File: src/logic/p5_pkg.sv
package p5_pkg;
	// ---------------------------------------------------------------
	// register indices (byte address is four times the index)
	// ---------------------------------------------------------------
	localparam logic [15:0] IDX_DIR = 16'hfeb4; // port_direction
	localparam logic [15:0] IDX_SYS = 16'hff39; // system_control
	localparam logic [15:0] IDX_RDB = 16'hff54; // pin_level_readback
	localparam logic [15:0] IDX_DAT = 16'hff64; // port_output_data
	localparam logic [15:0] IDX_PFC = 16'hffac; // pin_function_control
	localparam int ADDR_W = 18; // bus address width

	// ---------------------------------------------------------------
	// reset values
	// ---------------------------------------------------------------
	localparam logic [3:0] DIR_RST = 4'h0;
	localparam logic [3:0] DAT_RST = 4'h0;
	localparam logic [7:0] PFC_RST = 8'h30;
	localparam logic [7:0] SYS_RST = 8'h01;

	// ---------------------------------------------------------------
	// writable masks
	// ---------------------------------------------------------------
	localparam logic [7:0] PFC_WMASK = 8'hf8; // bits 2..0 read zero
	localparam logic [7:0] SYS_WMASK = 8'hbf; // bit 6 reserved

	// ---------------------------------------------------------------
	// pin_function_control fields
	// ---------------------------------------------------------------
	localparam int PFC_STALL_SEL = 7; // stall_source_select
	localparam int PFC_BREQ_SEL = 6; // bus_req_pin_select
	localparam int PFC_CS_A = 5; // chip_sel_group_a_on
	localparam int PFC_CS_B = 4; // chip_sel_group_b_on
	localparam int PFC_AS_OFF = 3; // addr_strobe_off

	// ---------------------------------------------------------------
	// system_control fields
	// ---------------------------------------------------------------
	localparam int SYS_MODE_HI = 5; // irq_ctrl_mode_hi
	localparam int SYS_MODE_LO = 4; // irq_ctrl_mode_lo
	localparam int SYS_NMI_EDGE = 3; // nonmaskable_edge_pick
	localparam int SYS_LWR_OFF = 2; // low_byte_strobe_off
	localparam int SYS_IRQ_SEL = 1; // ext_irq_pin_group_sel
	localparam int SYS_RAM_ON = 0; // onchip_ram_on

	// ---------------------------------------------------------------
	// bus responses
	// ---------------------------------------------------------------
	localparam logic [1:0] RESP_OKAY = 2'h0;
	localparam logic [1:0] RESP_SLVERR = 2'h2;
endpackage

File: src/logic/p5_port.sv
// Design decision made here: register access over AXI4-Lite.
`timescale 1ns/1ps
// Function
// - four bidirectional pins, four input-only pins
// - direction one drives stored data, zero inputs
// - direction register write-only, reads undefined
// - direction clears on reset, hardware standby
// - output data low nibble; upper ignored
// - output data clears on reset, hardware standby
// - readback register read-only, writes ignored
// - upper readback bits live pins outside sw standby
// - lower readback: data if output, else pin
// - readback frozen in software standby
// - released serial pins revert to port
// - function control resets to 0x30
// - bit 7 picks stall input source
// - bit 6 picks bus-request output pin
// - chip-select, strobe enables; low bits zero
// - system control resets to 0x01
// - system control mode, edge, strobe, ram bits
// - bit 1 routes external interrupts 4-7
// - mode 7 pin 3 lacks stall, request; stall_in_n still follows pin 3 when bit 7 is set
// - routing one feeds interrupts from pins
// - transmit enable overrides pin 0 direction
module p5_port (
	// clock and reset
	input wire logic aclk,
	input wire logic aresetn,
	// write address channel
	input wire logic [p5_pkg::ADDR_W-1:0] s_axi_awaddr,
	input wire logic s_axi_awvalid,
	output logic s_axi_awready,
	// write data channel
	input wire logic [31:0] s_axi_wdata,
	input wire logic [3:0] s_axi_wstrb,
	input wire logic s_axi_wvalid,
	output logic s_axi_wready,
	// write response channel
	output logic [1:0] s_axi_bresp,
	output logic s_axi_bvalid,
	input wire logic s_axi_bready,
	// read address channel
	input wire logic [p5_pkg::ADDR_W-1:0] s_axi_araddr,
	input wire logic s_axi_arvalid,
	output logic s_axi_arready,
	// read data channel
	output logic [31:0] s_axi_rdata,
	output logic [1:0] s_axi_rresp,
	output logic s_axi_rvalid,
	input wire logic s_axi_rready,
	// power state and mode
	input wire logic hw_standby,
	input wire logic sw_standby,
	input wire logic mode7,
	// port pins
	input wire logic [7:0] p5_in,
	output logic [3:0] p5_out,
	output logic [3:0] p5_oe,
	// serial channel 2
	input wire logic tx_on,
	input wire logic serial2_tx_line,
	input wire logic rx_on,
	output logic serial2_rx_line,
	input wire logic serial2_clock_own,
	input wire logic serial2_clock_drive,
	input wire logic serial2_clock_out,
	output logic serial2_clock_in,
	// bus controller
	input wire logic stall_input_on,
	input wire logic bus_req_out_on,
	input wire logic bus_request_out,
	input wire logic p8_6_in,
	output logic stall_in_n,
	output logic bus_req_on_pf2,
	// interrupts and converter trigger
	input wire logic [3:0] p9_irq_in,
	output logic [7:4] ext_irq_n,
	output logic conv_trigger_in,
	// function and system control outputs
	output logic stall_source_select,
	output logic bus_req_pin_select,
	output logic chip_sel_group_a_on,
	output logic chip_sel_group_b_on,
	output logic addr_strobe_off,
	output logic irq_ctrl_mode_hi,
	output logic irq_ctrl_mode_lo,
	output logic nonmaskable_edge_pick,
	output logic low_byte_strobe_off,
	output logic ext_irq_pin_group_sel,
	output logic onchip_ram_on
);

	// ---------------------------------------------------------------
	// helpers
	// ---------------------------------------------------------------
	// byte address of a register index
	function automatic logic [p5_pkg::ADDR_W-1:0] addr_of(input logic [15:0] idx);
		addr_of = {idx, 2'h0};
	endfunction

	// ---------------------------------------------------------------
	// state
	// ---------------------------------------------------------------
	logic [3:0] dir_r; // port_direction, lower pins only
	logic [3:0] dat_r; // port_output_data, lower pins only
	logic [7:0] pfc_r; // pin_function_control
	logic [7:0] sys_r; // system_control
	logic [7:0] rdb_r; // pin_level_readback snapshot
	logic [7:0] rdb_nxt; // live readback value
	logic aw_held_r; // write address captured
	logic w_held_r; // write data captured
	logic [p5_pkg::ADDR_W-1:0] aw_addr_r;
	logic [7:0] w_byte_r; // low byte of write data
	logic w_lane_r; // low byte lane enabled
	logic bvalid_r;
	logic [1:0] bresp_r;
	logic rvalid_r;
	logic [31:0] rdata_r;
	logic [1:0] rresp_r;
	logic wr_go; // both halves of a write present
	logic ld_dir, ld_dat, ld_pfc, ld_sys; // register write strobes
	logic wr_hit; // write address is mapped, or byte lane 0 disabled
	logic rst_any; // chip reset or hardware standby

	assign rst_any = !aresetn || hw_standby;

	// ---------------------------------------------------------------
	// write channel handshake
	// ---------------------------------------------------------------
	assign s_axi_awready = !aw_held_r && !bvalid_r;
	assign s_axi_wready = !w_held_r && !bvalid_r;
	assign wr_go = aw_held_r && w_held_r && !bvalid_r;
	assign s_axi_bvalid = bvalid_r;
	assign s_axi_bresp = bresp_r;

	// address capture, either order with data
	always_ff @(posedge aclk) begin
		if (!aresetn) begin
			aw_held_r <= 1'b0;
			aw_addr_r <= '0;
		end else if (s_axi_awvalid && s_axi_awready) begin
			aw_held_r <= 1'b1;
			aw_addr_r <= s_axi_awaddr;
		end else if (wr_go) begin
			aw_held_r <= 1'b0;
		end
	end

	// data capture, only byte lane 0 matters
	always_ff @(posedge aclk) begin
		if (!aresetn) begin
			w_held_r <= 1'b0;
			w_byte_r <= 8'h00;
			w_lane_r <= 1'b0;
		end else if (s_axi_wvalid && s_axi_wready) begin
			w_held_r <= 1'b1;
			w_byte_r <= s_axi_wdata[7:0];
			w_lane_r <= s_axi_wstrb[0];
		end else if (wr_go) begin
			w_held_r <= 1'b0;
		end
	end

	// write strobes per register, single byte access
	always_comb begin
		ld_dir = wr_go && w_lane_r && aw_addr_r == addr_of(p5_pkg::IDX_DIR);
		ld_dat = wr_go && w_lane_r && aw_addr_r == addr_of(p5_pkg::IDX_DAT);
		ld_pfc = wr_go && w_lane_r && aw_addr_r == addr_of(p5_pkg::IDX_PFC);
		ld_sys = wr_go && w_lane_r && aw_addr_r == addr_of(p5_pkg::IDX_SYS);
		// readback is mapped but writes to it are dropped
		wr_hit = ld_dir || ld_dat || ld_pfc || ld_sys ||
			aw_addr_r == addr_of(p5_pkg::IDX_RDB) || !w_lane_r;
	end

	// write response after both halves
	always_ff @(posedge aclk) begin
		if (!aresetn) begin
			bvalid_r <= 1'b0;
			bresp_r <= p5_pkg::RESP_OKAY;
		end else if (wr_go) begin
			bvalid_r <= 1'b1;
			bresp_r <= wr_hit ? p5_pkg::RESP_OKAY : p5_pkg::RESP_SLVERR;
		end else if (s_axi_bready) begin
			bvalid_r <= 1'b0;
		end
	end

	// ---------------------------------------------------------------
	// port registers
	// ---------------------------------------------------------------
	// direction, cleared by reset or hardware standby, kept in sw standby
	always_ff @(posedge aclk) begin
		if (rst_any) begin
			dir_r <= p5_pkg::DIR_RST;
		end else if (ld_dir) begin
			dir_r <= w_byte_r[3:0];
		end
	end

	// output data, upper bits ignore writes
	always_ff @(posedge aclk) begin
		if (rst_any) begin
			dat_r <= p5_pkg::DAT_RST;
		end else if (ld_dat) begin
			dat_r <= w_byte_r[3:0];
		end
	end

	// pin function control, low three bits stay zero
	always_ff @(posedge aclk) begin
		if (rst_any) begin
			pfc_r <= p5_pkg::PFC_RST;
		end else if (ld_pfc) begin
			pfc_r <= w_byte_r & p5_pkg::PFC_WMASK;
		end
	end

	// system control, reserved bit 6 stays zero
	always_ff @(posedge aclk) begin
		if (rst_any) begin
			sys_r <= p5_pkg::SYS_RST;
		end else if (ld_sys) begin
			sys_r <= w_byte_r & p5_pkg::SYS_WMASK;
		end
	end

	// ---------------------------------------------------------------
	// pin readback
	// ---------------------------------------------------------------
	// upper pins live; lower pins show data when driven, else the pin
	assign rdb_nxt = {p5_in[7:4], (dir_r & dat_r) | (~dir_r & p5_in[3:0])};

	// snapshot frozen during software standby
	always_ff @(posedge aclk) begin
		if (rst_any) begin
			rdb_r <= {p5_in[7:4], p5_in[3:0]};
		end else if (!sw_standby) begin
			rdb_r <= rdb_nxt;
		end
	end

	// ---------------------------------------------------------------
	// read channel
	// ---------------------------------------------------------------
	assign s_axi_arready = !rvalid_r;
	assign s_axi_rvalid = rvalid_r;
	assign s_axi_rdata = rdata_r;
	assign s_axi_rresp = rresp_r;

	// decode and register read data
	always_ff @(posedge aclk) begin
		if (!aresetn) begin
			rvalid_r <= 1'b0;
			rdata_r <= 32'h0;
			rresp_r <= p5_pkg::RESP_OKAY;
		end else if (s_axi_arvalid && s_axi_arready) begin
			rvalid_r <= 1'b1;
			rresp_r <= p5_pkg::RESP_OKAY;
			case (s_axi_araddr)
				// direction is write-only, reads as zero
				addr_of(p5_pkg::IDX_DIR): rdata_r <= 32'h0;
				// upper data bits read zero
				addr_of(p5_pkg::IDX_DAT): rdata_r <= {28'h0, dat_r};
				addr_of(p5_pkg::IDX_RDB): rdata_r <= {24'h0, rdb_r};
				addr_of(p5_pkg::IDX_PFC): rdata_r <= {24'h0, pfc_r};
				addr_of(p5_pkg::IDX_SYS): rdata_r <= {24'h0, sys_r};
				// unmapped address
				default: begin
					rdata_r <= 32'h0;
					rresp_r <= p5_pkg::RESP_SLVERR;
				end
			endcase
		end else if (s_axi_rready) begin
			rvalid_r <= 1'b0;
		end
	end

	// ---------------------------------------------------------------
	// pin functions
	// ---------------------------------------------------------------
	logic breq_on_p53; // request output owns pin 3
	logic stall_on_p53; // stall input owns pin 3

	// modes 4 to 6 only; software must pick the pin before enabling
	assign breq_on_p53 = !mode7 && bus_req_out_on && pfc_r[p5_pkg::PFC_BREQ_SEL];
	assign stall_on_p53 = !mode7 && stall_input_on && pfc_r[p5_pkg::PFC_STALL_SEL];

	// pin drivers; serial and bus functions win, then the port registers
	always_comb begin
		// pin 0: transmit line or port
		if (tx_on) begin
			p5_oe[0] = 1'b1;
			p5_out[0] = serial2_tx_line;
		end else begin
			p5_oe[0] = dir_r[0];
			p5_out[0] = dat_r[0];
		end
		// pin 1: receive line is input only
		p5_oe[1] = rx_on ? 1'b0 : dir_r[1];
		p5_out[1] = dat_r[1];
		// pin 2: serial clock or port
		if (serial2_clock_own) begin
			p5_oe[2] = serial2_clock_drive;
			p5_out[2] = serial2_clock_out;
		end else begin
			p5_oe[2] = dir_r[2];
			p5_out[2] = dat_r[2];
		end
		// pin 3: request output, stall input or port
		if (breq_on_p53) begin
			p5_oe[3] = 1'b1;
			p5_out[3] = bus_request_out;
		end else if (stall_on_p53) begin
			p5_oe[3] = 1'b0;
			p5_out[3] = dat_r[3];
		end else begin
			p5_oe[3] = dir_r[3];
			p5_out[3] = dat_r[3];
		end
	end

	// input functions sharing the pins
	assign serial2_rx_line = p5_in[1];
	assign serial2_clock_in = p5_in[2];
	assign conv_trigger_in = p5_in[3];
	// stall source pick
	assign stall_in_n = pfc_r[p5_pkg::PFC_STALL_SEL] ? p5_in[3] : p8_6_in;
	assign bus_req_on_pf2 = !pfc_r[p5_pkg::PFC_BREQ_SEL];
	// interrupts 4..7 from exactly one port
	assign ext_irq_n = sys_r[p5_pkg::SYS_IRQ_SEL] ? p5_in[3:0] : p9_irq_in;

	// ---------------------------------------------------------------
	// control field outputs
	// ---------------------------------------------------------------
	assign stall_source_select = pfc_r[p5_pkg::PFC_STALL_SEL];
	assign bus_req_pin_select = pfc_r[p5_pkg::PFC_BREQ_SEL];
	assign chip_sel_group_a_on = pfc_r[p5_pkg::PFC_CS_A];
	assign chip_sel_group_b_on = pfc_r[p5_pkg::PFC_CS_B];
	assign addr_strobe_off = pfc_r[p5_pkg::PFC_AS_OFF];
	assign irq_ctrl_mode_hi = sys_r[p5_pkg::SYS_MODE_HI];
	assign irq_ctrl_mode_lo = sys_r[p5_pkg::SYS_MODE_LO];
	assign nonmaskable_edge_pick = sys_r[p5_pkg::SYS_NMI_EDGE];
	assign low_byte_strobe_off = sys_r[p5_pkg::SYS_LWR_OFF];
	assign ext_irq_pin_group_sel = sys_r[p5_pkg::SYS_IRQ_SEL];
	assign onchip_ram_on = sys_r[p5_pkg::SYS_RAM_ON];
endmodule // p5_port

File: config.mk
export PLATFORM = sky130hd
export DESIGN_NAME = p5_port
export DESIGN_NICKNAME = d
export VERILOG_FILES = /design/src/logic/p5_pkg.sv /design/src/logic/p5_port.sv
export SDC_FILE = /design/constraint.sdc
export NUM_CORES = 1
export LEC_CHECK = 0
export BUFFER_PORTS_ARGS = -buffer_cell sky130_fd_sc_hd__buf_2
export CAP_MARGIN = 10
export CORE_MARGIN = 8
export CORE_UTILIZATION = 35
export DETAILED_ROUTE_END_ITERATION = 8
export SLEW_MARGIN = 25
export SYNTH_ARGS = -nofsm -noshare
export SYNTH_HDL_FRONTEND = slang
export SYNTH_SLANG_ARGS = --single-unit
File: constraint.sdc
create_clock -name aclk -period 6 [get_ports aclk]
set_clock_uncertainty 0.1 [all_clocks]
set_input_delay 0.9 -clock aclk [delete_from_list [all_inputs] [get_ports aclk]]
set_output_delay 0.9 -clock aclk [all_outputs]
set_load 0.05 [all_outputs]
# Yosys cells after proc, flatten, opt, wreduce, memory -nomap -nowiden
# Cells that the tools add are included.
# W data, S select, Z words.
[word_totals] ff_bits=95 out_inout_bits=69 word_cells=87
[classes] eq_ne=11 n_mux=22 bitwise_logic=4 n_reduce_logical=35
[op_table] operator="$eq A18 B18 Y1 const B" count=10
[op_table] operator="$pmux W8 S4" count=1
[op_table] operator="$logic_and A1 B1 Y1" count=16
[op_table] operator="$mux W1" count=16
[op_table] operator="$mux W8" count=2
[op_table] operator="$and A4 B4 Y4" count=2
[op_table] operator="$logic_not A1 Y1" count=8
[op_table] operator="$reduce_bool A2 Y1" count=4
[op_table] operator="$logic_or A1 B1 Y1" count=6
[op_table] operator="$reduce_or A5 Y1" count=1
[op_table] operator="$mux W2" count=2
[op_table] operator="$mux W4" count=1
[op_table] operator="$not A4 Y4" count=1
[op_table] operator="$or A4 B4 Y4" count=1
[op_table] operator="$ne A2 B1 Y1 const B" count=1

# Logic depth before layout (Yosys ltp)
# Gate-level depths: netlist (run 1).
[depth] depth_word=10 mapped_depth=6

# Least setup slack after synthesis (run 1)
# Ideal clock, no wire load.
[synth_path] path_kind="in2out" from="input port rx_on" to="output port p5_oe[1]" t_arrival_ps=1589 required_time_ps=5000 slack_ps=3411 cell_stages=1 path_buffers=0 path_cell_list="nor2b_1"
[synth_via] elab_chain_len=1
[synth_lines] item="start, declared" line_no="p5_port.sv:62" source="input wire logic rx_on,"
[synth_lines] item="$mux W1" line_no="p5_port.sv:299" source="p5_oe[1] = rx_on ? 1'b0 : dir_r[1];"
[synth_lines] item="end, declared" line_no="p5_port.sv:58" source="output logic [3:0] p5_oe,"
# No other way between the ends.

# Worst setup path after layout (run 1)
[layout_path] from="input port s_axi_araddr[1] (netlist name)" to="register rdata_r[5], in the netlist s_axi_rdata[5]"
[layout_via] elab_chain_len=2
[layout_lines] item="start, declared" line_no="p5_port.sv:43" source="input wire logic [p5_pkg::ADDR_W-1:0] s_axi_araddr,"
[layout_lines] item="$eq A18 B18 Y1" line_no="p5_port.sv:259" source="case (s_axi_araddr)"
[layout_lines] item="$pmux W8 S4 *" line_no="p5_port.sv:259"
[layout_lines] item="end signal, assigned" line_no="p5_port.sv:263" source="addr_of(p5_pkg::IDX_DAT): rdata_r <= {28'h0, dat_r};"
[layout_lines] item="end signal, assigned" line_no="p5_port.sv:264" source="addr_of(p5_pkg::IDX_RDB): rdata_r <= {24'h0, rdb_r};"
[layout_lines] item="end signal, assigned" line_no="p5_port.sv:265" source="addr_of(p5_pkg::IDX_PFC): rdata_r <= {24'h0, pfc_r};"
[layout_lines] item="end, declared" line_no="p5_port.sv:118" source="logic [31:0] rdata_r;"
# Every way passes the cells marked *; elsewhere a longest branch is shown, timed or not.
# A chain may end at the register's enable or synchronous reset.

==> results of run 1 <==
[critical path, stage by stage]
cell      delay (ps)
buf_2            110
nor4_1           270
nand4_1          420
nor3b_1          690
o41ai_2          260
a221oi_1         290
[metal layers]
layer | routed length (um) | up-vias | global-route usage [%]
met4 | 62 | 0 | 3.82
met2 | 4590 | 105 | 24.8
met5 | 0 | - | 0
met1 | 4100 | 1387 | 16.3
met3 | 768 | 6 | 5.06
li1 | - | 1550 | -
[sequential cells by signal (all words and copies together) (netlist names)]
register and cells:
aw_held_r 1, sys_r 7, dir_r 4, rdb_r 8, pfc_r 5, s_axi_rresp 1
s_axi_bresp 1, w_held_r 1, s_axi_rvalid 1, s_axi_rdata 8, w_byte_r 8, aw_addr_r 18
dat_r 4, s_axi_bvalid 1, w_lane_r 1
[synth_stat cells, types with 2 or more instances]
cell type and number:
nand3b_1 2, o31ai_1 4, nand2b_1 4, nand4_1 5, and4_1 2, dfxtp_1 61
inv_1 14, mux2i_1 13, buf_1 3, or3_1 3, nand3_1 5, mux2_2 13
and2_1 2, nor3b_1 2, nor2_1 19, o21ai_0 4, nor2b_1 6, a22oi_1 3
a21boi_0 3, nand4b_1 2, nor3_1 15, a21oi_1 37, nor4_4 2, buf_4 30
edfxtp_1 8, nand2_1 95, a221oi_1 4, clkbuf_1 9, a211oi_1 7, nor4_1 2
[where the power goes]
part | switching (mW) | internal (mW) | leakage [nW]
Sequential | 0.0148 | 0.486 | 0.580
Clock | 0.169 | 0.148 | 0.0868
Combinational | 0.116 | 0.0436 | 1.04
Total | 0.300 | 0.678 | 1.70
[cells by family after synthesis]
family,share of synthesized area (%)
compound gates,11.8
flops,43.1
simple gates,27.2
mux,8.15
other cells,0.110
buf+inv,9.66
[worst paths after layout]
| check | slack, ps | to |
|---|---|---|
| max | 3200 | s_axi_rdata[5] |
| min | 350 | aw_addr_r[13] |
| max reg2reg | 3790 | s_axi_bresp[1] |
| min reg2reg | 350 | aw_addr_r[13] |
[through the flow]
step | worst slack, ps | utilization [%]
global placement | 2920 | 41.5
finish | 3200 | 43.2
global route | 2940 | 43.2
floorplan | 3410 | -
CTS | 3230 | 43.2
detailed placement | 2870 | 41.5
[cell type report]
type | instances | area (um2)
Timing Repair Buffer | 120 | 603
Sequential cell | 69 | 1460
Multi-Input combinational cell | 296 | 1700
Fill cell | 1015 | 5450
Tap cell | 133 | 166
Clock buffer | 11 | 131
Inverter | 14 | 52.6
Clock inverter | 5 | 28.8
==> run metrics, run 1 <==
commonest non-fill, non-tap cell in the layout buf_2; Finished Layout Cells about 650; Hold Path Stages 2; EDFF count, synth 8; overflow left after global routing 0; Post-DP Area approximately 4000 um2; HPWL after detailed placement 7560 um; ys flop type dfxtp_1; H-tree levels 3; Worst Setup End Kind register; Post-Synthesis Cells just under 400; CP arrival 2950 ps; FP Rows 36; initial core utilization between 30% and 40%; CTS tree yes; I/O Pins roughly 170; max-slew violations 0; port bufs 119; cts repair resizes 0; share of post-route cells with drive strength above 1 30.5%; number of nets with antenna violations after routing 0; fin nets approximately 610; Post-CTS Hold Buffers 0; max cap viols 0; DR WL/cell around 15 um; Synth-to-Final Area Change 22.0%; Worst-Skew Late Latency about 330 ps; count of cell types in the netlist 48; worst vdd ir approximately 0.12 mV; first-pass GRT wire length roughly 15000 um; vias in the first global route 3096; overall power of the completed layout around 0.98 mW; setup TNS 0 ps; vias per cell between 4 and 5; status complete, no violations; unrepaired setup endpoints after global routing false; Placed Cells between 600 and 700; critical path class input pin to register; root buffer cell clkbuf_8; final period utilization about 47%; initial antenna violation count 0; Lkg Pwr between 1.5 and 2 nW; First-pass DRT Iterations 4; Synth Warn # 0; Final Hold Vio Count 0; FMAX approximately 360 MHz; Post CTS Setup Buffer Count 0; FF+latch count, synth between 60 and 70; asr flop ratio synth 0%; Final GP Congestion 0.830; worst endpoint required time ~6200 ps; GRT Total Usage approximately 14%; Relative slew margins 47.1%; Die H 114 um; Ant. Diodes 0; power per cell area roughly 240 nW/um2; Worst Hold Launch aw_addr_r[13]; number of buffers created by CTS 9; die width 114 um; core area approximately 9600 um2; largest cells by area after synthesis dfxtp_1, nand2_1, edfxtp_1; pin count of the biggest net entering global routing 40; Clock Sink Count 69; CTS Buffer Depth 2; Period minus WS final between 2000 and 3000 ps; DR iter-0 viols 146; sequential fraction of the synthesis area 43.1%; DRC viols 0; Die ar. approximately 13000 um2; Worst-path clk slew roughly 70 ps; area leader, netlist dfxtp_1; top cell type's share of synthesized area 36.0%; Worst R2R Start s_axi_bvalid; syn avg cell area roughly 8.6 um2; FF-to-FF path depth 5; # setup viols final 0; Crit. Startpoint s_axi_araddr[1]; Mapped Area between 3000 and 4000 um2; Hold Slack 352 ps; total number of vias 3048; startpoint class of the critical path input pin; Least-Margin Pin Slew roughly 780 ps; Hold WC Path Type register to register; final instance area 4140 um2; final wirelength roughly 9500 um; most frequent cells in the layout buf_2, nand2_1, dfxtp_1; crit-path max FO 11
(Power assumes the default switching activity.)
==> run 2, diff against run 1 <==
Settings changed: PLACE_DENSITY set to 0.67.
Clock period 6 ns to 2.5 ns, I/O delays scaled along.
==> run 2 against run 1 <==
  * Via count rose by 2.4%
  * Sequential share of layout area fell by 0.87 points
  * Core utilization rose by 1.1 points
  * First-iteration DRC count rose by 2.1%
  * Wire length rose by 1.4%
  * Sequential power rose by 140%
  * Critical path depth fell by 1
  * Highest routed layer unchanged
==> run metrics, run 2 (same netlist as run 1, synthesis figures left out) <==
number of flip-flops in the largest register 18 (unchanged); WP depth 5 (was 6); final period utilization just under 90%; GRT Total Usage 14.8% (was 14.3%); core area 9590 um2 (unchanged); Final Hold Vio Count 0 (unchanged); fin nets 619 (was 614); initial antenna violation count 0 (unchanged); max-slew violations 0 (unchanged); Die H 114 um (unchanged); FILL cells 992 (was 1015); critical path class register to register (was input pin to register); cts repair resizes 0 (unchanged); I/O Pins 173 (unchanged); Worst R2R Start s_axi_bvalid (unchanged); Final GP Congestion 0.880 (was 0.830); Worst Setup End Kind register (unchanged); # setup viols final 0 (unchanged); CTS Buffer Depth 2 (unchanged); pin count of the biggest net entering global routing 39 (was 40); Hold Path Stages 1 (was 2); Post-CTS Hold Buffers 0 (unchanged); number of buffers created by CTS 9 (unchanged); Critical-path top delay cell or4_4 (was nor3b_1); port bufs 119 (unchanged); commonest non-fill, non-tap cell in the layout buf_2 (unchanged); Worst-Skew Late Latency 350 ps (was 330 ps); FF-to-FF path depth 5 (unchanged); worst endpoint required time 2640 ps (was 6150 ps); most frequent cells in the layout buf_2, nand2_1, dfxtp_1 (unchanged); Die ar. 13100 um2 (unchanged); die width 114 um (unchanged); H-tree levels 3 (unchanged); max incr delay on CP 540 ps (was 690 ps); Synth-to-Final Area Change 25.1% (was 22.0%); FP Rows 36 (unchanged); number of nets with antenna violations after routing 0 (unchanged); overflow left after global routing 0 (unchanged); crit path buf inv count 0 (was 1); final instance area 4250 um2 (was 4140 um2); Multi-input gate area 1700 um2 (unchanged); first-pass GRT wire length 15600 um (was 15100 um); total number of vias 3121 (was 3048); final wirelength 9650 um (was 9520 um); Post-DP Area 4020 um2 (was 3980 um2); DR WL/cell 14.8 um (was 14.7 um); setup TNS 0 ps (unchanged); Crit. Startpoint s_axi_bvalid (was s_axi_araddr[1]); startpoint class of the critical path register (was input pin); DRC viols 0 (unchanged); Period minus WS final between 2000 and 2500 ps; vias in the first global route 3232 (was 3096); Clock Sink Count 69 (unchanged); Worst-path clk slew 90 ps (was 70 ps); share of post-route cells with drive strength above 1 31.5% (was 30.5%); max cap viols 0 (unchanged); status complete, no violations (unchanged); worst vdd ir 0.393 mV (was 0.119 mV); crit-path cells nand3b_4, or4_4, nor4_4, nor4_1, a32o_1 (was buf_2, nor4_1, nand4_1, nor3b_1, o41ai_2, a221oi_1); Hold WC Path Type input pin to register (was register to register); First-pass DRT Iterations 6 (was 4); CP arrival 2330 ps (was 2950 ps); DR iter-0 viols 149 (was 146); FMAX ~460 MHz; HPWL after detailed placement 7620 um (was 7560 um); Worst Hold Launch p5_in[6] (was aw_addr_r[13]); Worst path top cell family by delay simple AND/OR/NAND/NOR gates (unchanged); initial core utilization 35.4% (unchanged); Least-Margin Pin Slew 742 ps (was 784 ps); crit-path max FO 7 (was 11); overall power of the completed layout 2.63 mW (was 0.977 mW); unrepaired setup endpoints after global routing false (unchanged); vias per cell 4.78 (was 4.70); Ant. Diodes 0 (unchanged); Relative slew margins 50.0% (was 47.1%); Post CTS Setup Buffer Count 0 (unchanged); Reg area 1460 um2 (unchanged); Most flops, register aw_addr_r (unchanged); root buffer cell clkbuf_8 (unchanged); CTS tree yes (unchanged); Lkg Pwr 1.76 nW (was 1.70 nW); power per cell area 619 nW/um2 (was 236 nW/um2)
-- run 2: cell types whose count changed in the layout (fill, tap and decap cells not counted) --
| cell | change |
|---|---|
| clkbuf_1 | -2 |
| bufinv_16 | +2 |
| inv_6 | +5 |
| buf_4 | +5 |
| clkinv_4 | -1 |
| clkinv_2 | -4 |
-- run 2: metal layers --
layer,GRT usage (%),wire [um],vias up
met1,16.1,3940,1426
met2,25.7,4610,119
met4,5.50,179,0
li1,-,-,1556
met5,0,0,-
met3,5.22,921,20
-- run 2: power breakdown --
part | total (mW) | switching [mW] | internal, mW
combinational | 0.384 | 0.279 | 0.106
sequential | 1.20 | 0.0356 | 1.17
clock | 1.04 | 0.463 | 0.579
total | 2.63 | 0.777 | 1.85
-- run 2: final cells by class --
class	count	area share, %
Sequential cell	69	34.4
Tap cell	133	3.92
Inverter	14	1.24
Clock buffer	9	2.92
Multi-Input combinational cell	296	40.0
Timing Repair Buffer	125	15.1
Clock inverter	7	2.44
-- run 2: worst paths after layout --
check                   endpoint  slack [ps]
hold reg to reg    aw_addr_r[12]         360
hold / removal          rdb_r[6]         100
setup / recovery  s_axi_bresp[1]         310
setup reg to reg  s_axi_bresp[1]         310
-- run 2: metrics by stage --
stage | hold WS [ps] | cells | utilization [%] | worst slack (ps)
floorplan | 331 | 422 | - | 108
global placement | 341 | 637 | 41.9 | 272
detailed placement | 351 | 637 | 41.9 | 214
CTS | 78.3 | 653 | 44.3 | 292
global route | 69.5 | 653 | 44.3 | 210
finish | 95.1 | 653 | 44.3 | 308
-- run 2: worst reg2reg max path, stage by stage, from the launching register on --
cell and delay [ps]:
dfxtp_1 370, nand3b_4 210, or4_4 540, nor4_4 520
nor4_1 120, a32o_1 230
==> run 3, diff against run 2 <==
Settings changed: CORE_UTILIZATION 35 to 40, PLACE_DENSITY 0.67 to 0.75.
==> run 3 against run 2 <==
  * Non-clock buffer count unchanged
  * Combinational power hardly changed
  * Global-route usage increased by 1.4 points
  * Sequential share of layout area is 0.26 points higher
  * Maximum frequency decreased by 0.70%
  * Register-to-register slack worse by 20 ps
  * Final area shrank 0.74%
==> run metrics, run 3 (same netlist as run 1, synthesis figures left out) <==
Post CTS Setup Buffer Count 0 (unchanged); DR WL/cell 15.3 um (was 14.8 um); Post-CTS Hold Buffers 0 (unchanged); Worst Hold Launch p5_in[5] (was p5_in[6]); CP arrival 2340 ps (was 2330 ps); HPWL after detailed placement 7600 um (was 7620 um); Die ar. 11700 um2 (was 13100 um2); startpoint class of the critical path register (unchanged); pin count of the biggest net entering global routing 39 (unchanged); Least-Margin Pin Slew 766 ps (was 742 ps); # setup viols final 0 (unchanged); initial antenna violation count 0 (unchanged); final wirelength 9540 um (was 9650 um); H-tree levels 3 (unchanged); FP Rows 33 (was 36); final period utilization 88.3% (was 87.7%); highest metal used met4 (unchanged); Ant. Diodes 0 (unchanged); max incr delay on CP 540 ps (about the same); Synth-to-Final Area Change 24.2% (was 25.1%); max cap viols 0 (unchanged); vias per cell 4.98 (was 4.78); Hold Path Stages 1 (unchanged); max-slew violations 0 (unchanged); crit-path max FO 7 (unchanged); Relative slew margins 48.4% (was 50.0%); Die H 108 um (was 114 um); most frequent cells in the layout buf_2, nand2_1, dfxtp_1 (unchanged); Worst-Skew Late Latency 340 ps (was 350 ps); crit-path cells nand3b_4, or4_4, nor4_4, nor4_1, a32o_1 (unchanged); Period minus WS final 2210 ps (was 2190 ps); commonest non-fill, non-tap cell in the layout buf_2 (unchanged); status complete, no violations (unchanged); Worst Hold End rdb_r[5] (was rdb_r[6]); FF-to-FF path depth 5 (unchanged); port bufs 119 (unchanged); Worst Setup End Kind register (unchanged); DRC viols 0 (unchanged); worst vdd ir 0.438 mV (was 0.393 mV); final core utilization 51.3% (was 44.3%); Lkg Pwr 1.75 nW (was 1.76 nW); worst endpoint required time 2630 ps (was 2640 ps); CTS Buffer Depth 2 (unchanged); Worst-path clk slew 80 ps (was 90 ps); I/O Pins 173 (unchanged); DR iter-0 viols 115 (was 149); Most flops, register aw_addr_r (unchanged); number of buffers created by CTS 9 (unchanged); cts repair resizes 0 (unchanged); setup TNS 0 ps (unchanged); total number of vias 3114 (was 3121); First-pass DRT Iterations 4 (was 6); internal reg-to-reg setup slack 290 ps (was 310 ps); power per cell area 624 nW/um2 (was 619 nW/um2); met2 WL 4620 um (was 4610 um); CTS tree yes (unchanged); Worst R2R Start s_axi_bvalid (unchanged); number of nets with antenna violations after routing 0 (unchanged); vias in the first global route 3166 (was 3232); Final GP Congestion 0.822 (was 0.880); critical path class register to register (unchanged); Clock Sink Count 69 (unchanged); worst flop-to-flop path endpoint s_axi_bresp[1] (unchanged); GRT Total Usage 16.2% (was 14.8%); overflow left after global routing 0 (unchanged); number of flip-flops in the largest register 18 (unchanged); fin nets 619 (unchanged); metal3 WL 1060 um (was 921 um); Final Hold Vio Count 0 (unchanged); die width 108 um (was 114 um); Hold WC Path Type input pin to register (unchanged); Critical-path top delay cell or4_4 (unchanged); first-pass GRT wire length 15300 um (was 15600 um); FMAX 453 MHz (was 456 MHz); share of post-route cells with drive strength above 1 31.5% (unchanged); root buffer cell clkbuf_8 (unchanged); met1 wire length 3780 um (was 3940 um); unrepaired setup endpoints after global routing false (unchanged); initial core utilization 41.3% (was 35.4%); core area 8220 um2 (was 9590 um2)
-- run 3: changes by cell type in the layout (fill, tap and decap cells not counted), sizes merged --
cell | previous run | this run
clkbuf | 9 | 10
clkinv | 0 | 2
clkinvlp | 0 | 1
inv | 19 | 15
-- run 3: how the worst max path moves through the flow --
stage	startpoint	to	slack (ps)	cells past startpoint
after floorplan	s_axi_bvalid	aw_addr_r[14]	110	6
after global placement	s_axi_araddr[8]	s_axi_rdata[4]	270	6
after detailed placement	s_axi_araddr[8]	s_axi_rdata[4]	240	6
after CTS	s_axi_bvalid	s_axi_bresp[1]	300	5
after global routing	aw_addr_r[0]	s_axi_bresp[1]	190	5
final	s_axi_bvalid	s_axi_bresp[1]	290	5
-- run 3: power by group --
group / internal, mW / leakage, nW / switching [mW]
combinational: 0.106 / 1.06 / 0.279
sequential: 1.17 / 0.580 / 0.0356
clock: 0.596 / 0.113 / 0.447
-- run 3: area by class of cell --
cell class | instances | area, um2
inverters | 14 | 52.6
clock inverters | 6 | 93.8
clock buffers | 10 | 138
flip-flops and latches | 69 | 1460
repair buffers | 125 | 641
well taps | 105 | 131
fillers | 805 | 4000
multi-input cells | 296 | 1700
-- run 3: routing by layer --
metal	global-route usage [%]	vias up
met4	3.77	0
met3	6.37	6
met5	0	-
met2	28.7	123
met1	17.7	1424
li1	-	1561
-- run 3: critical path, delay by kind of cell, from the launching register on --
kind / cells / cell delay, ps
DFF: 1 / 360
and+or+nand+nor: 4 / 1400
AOI/OAI and AO/OA: 1 / 230
-- run 3: through the flow --
stage	cells	setup slack, ps	hold WS [ps]	cell area (um2)	power, mW
final	625	292	99.6	4220	2.63
after global placement	609	273	339	3990	1.60
after floorplan	422	108	331	3490	1.53
after CTS	625	297	85.7	4220	2.65
after detailed placement	609	238	348	3990	1.61
after global routing	625	190	78.5	4220	2.74
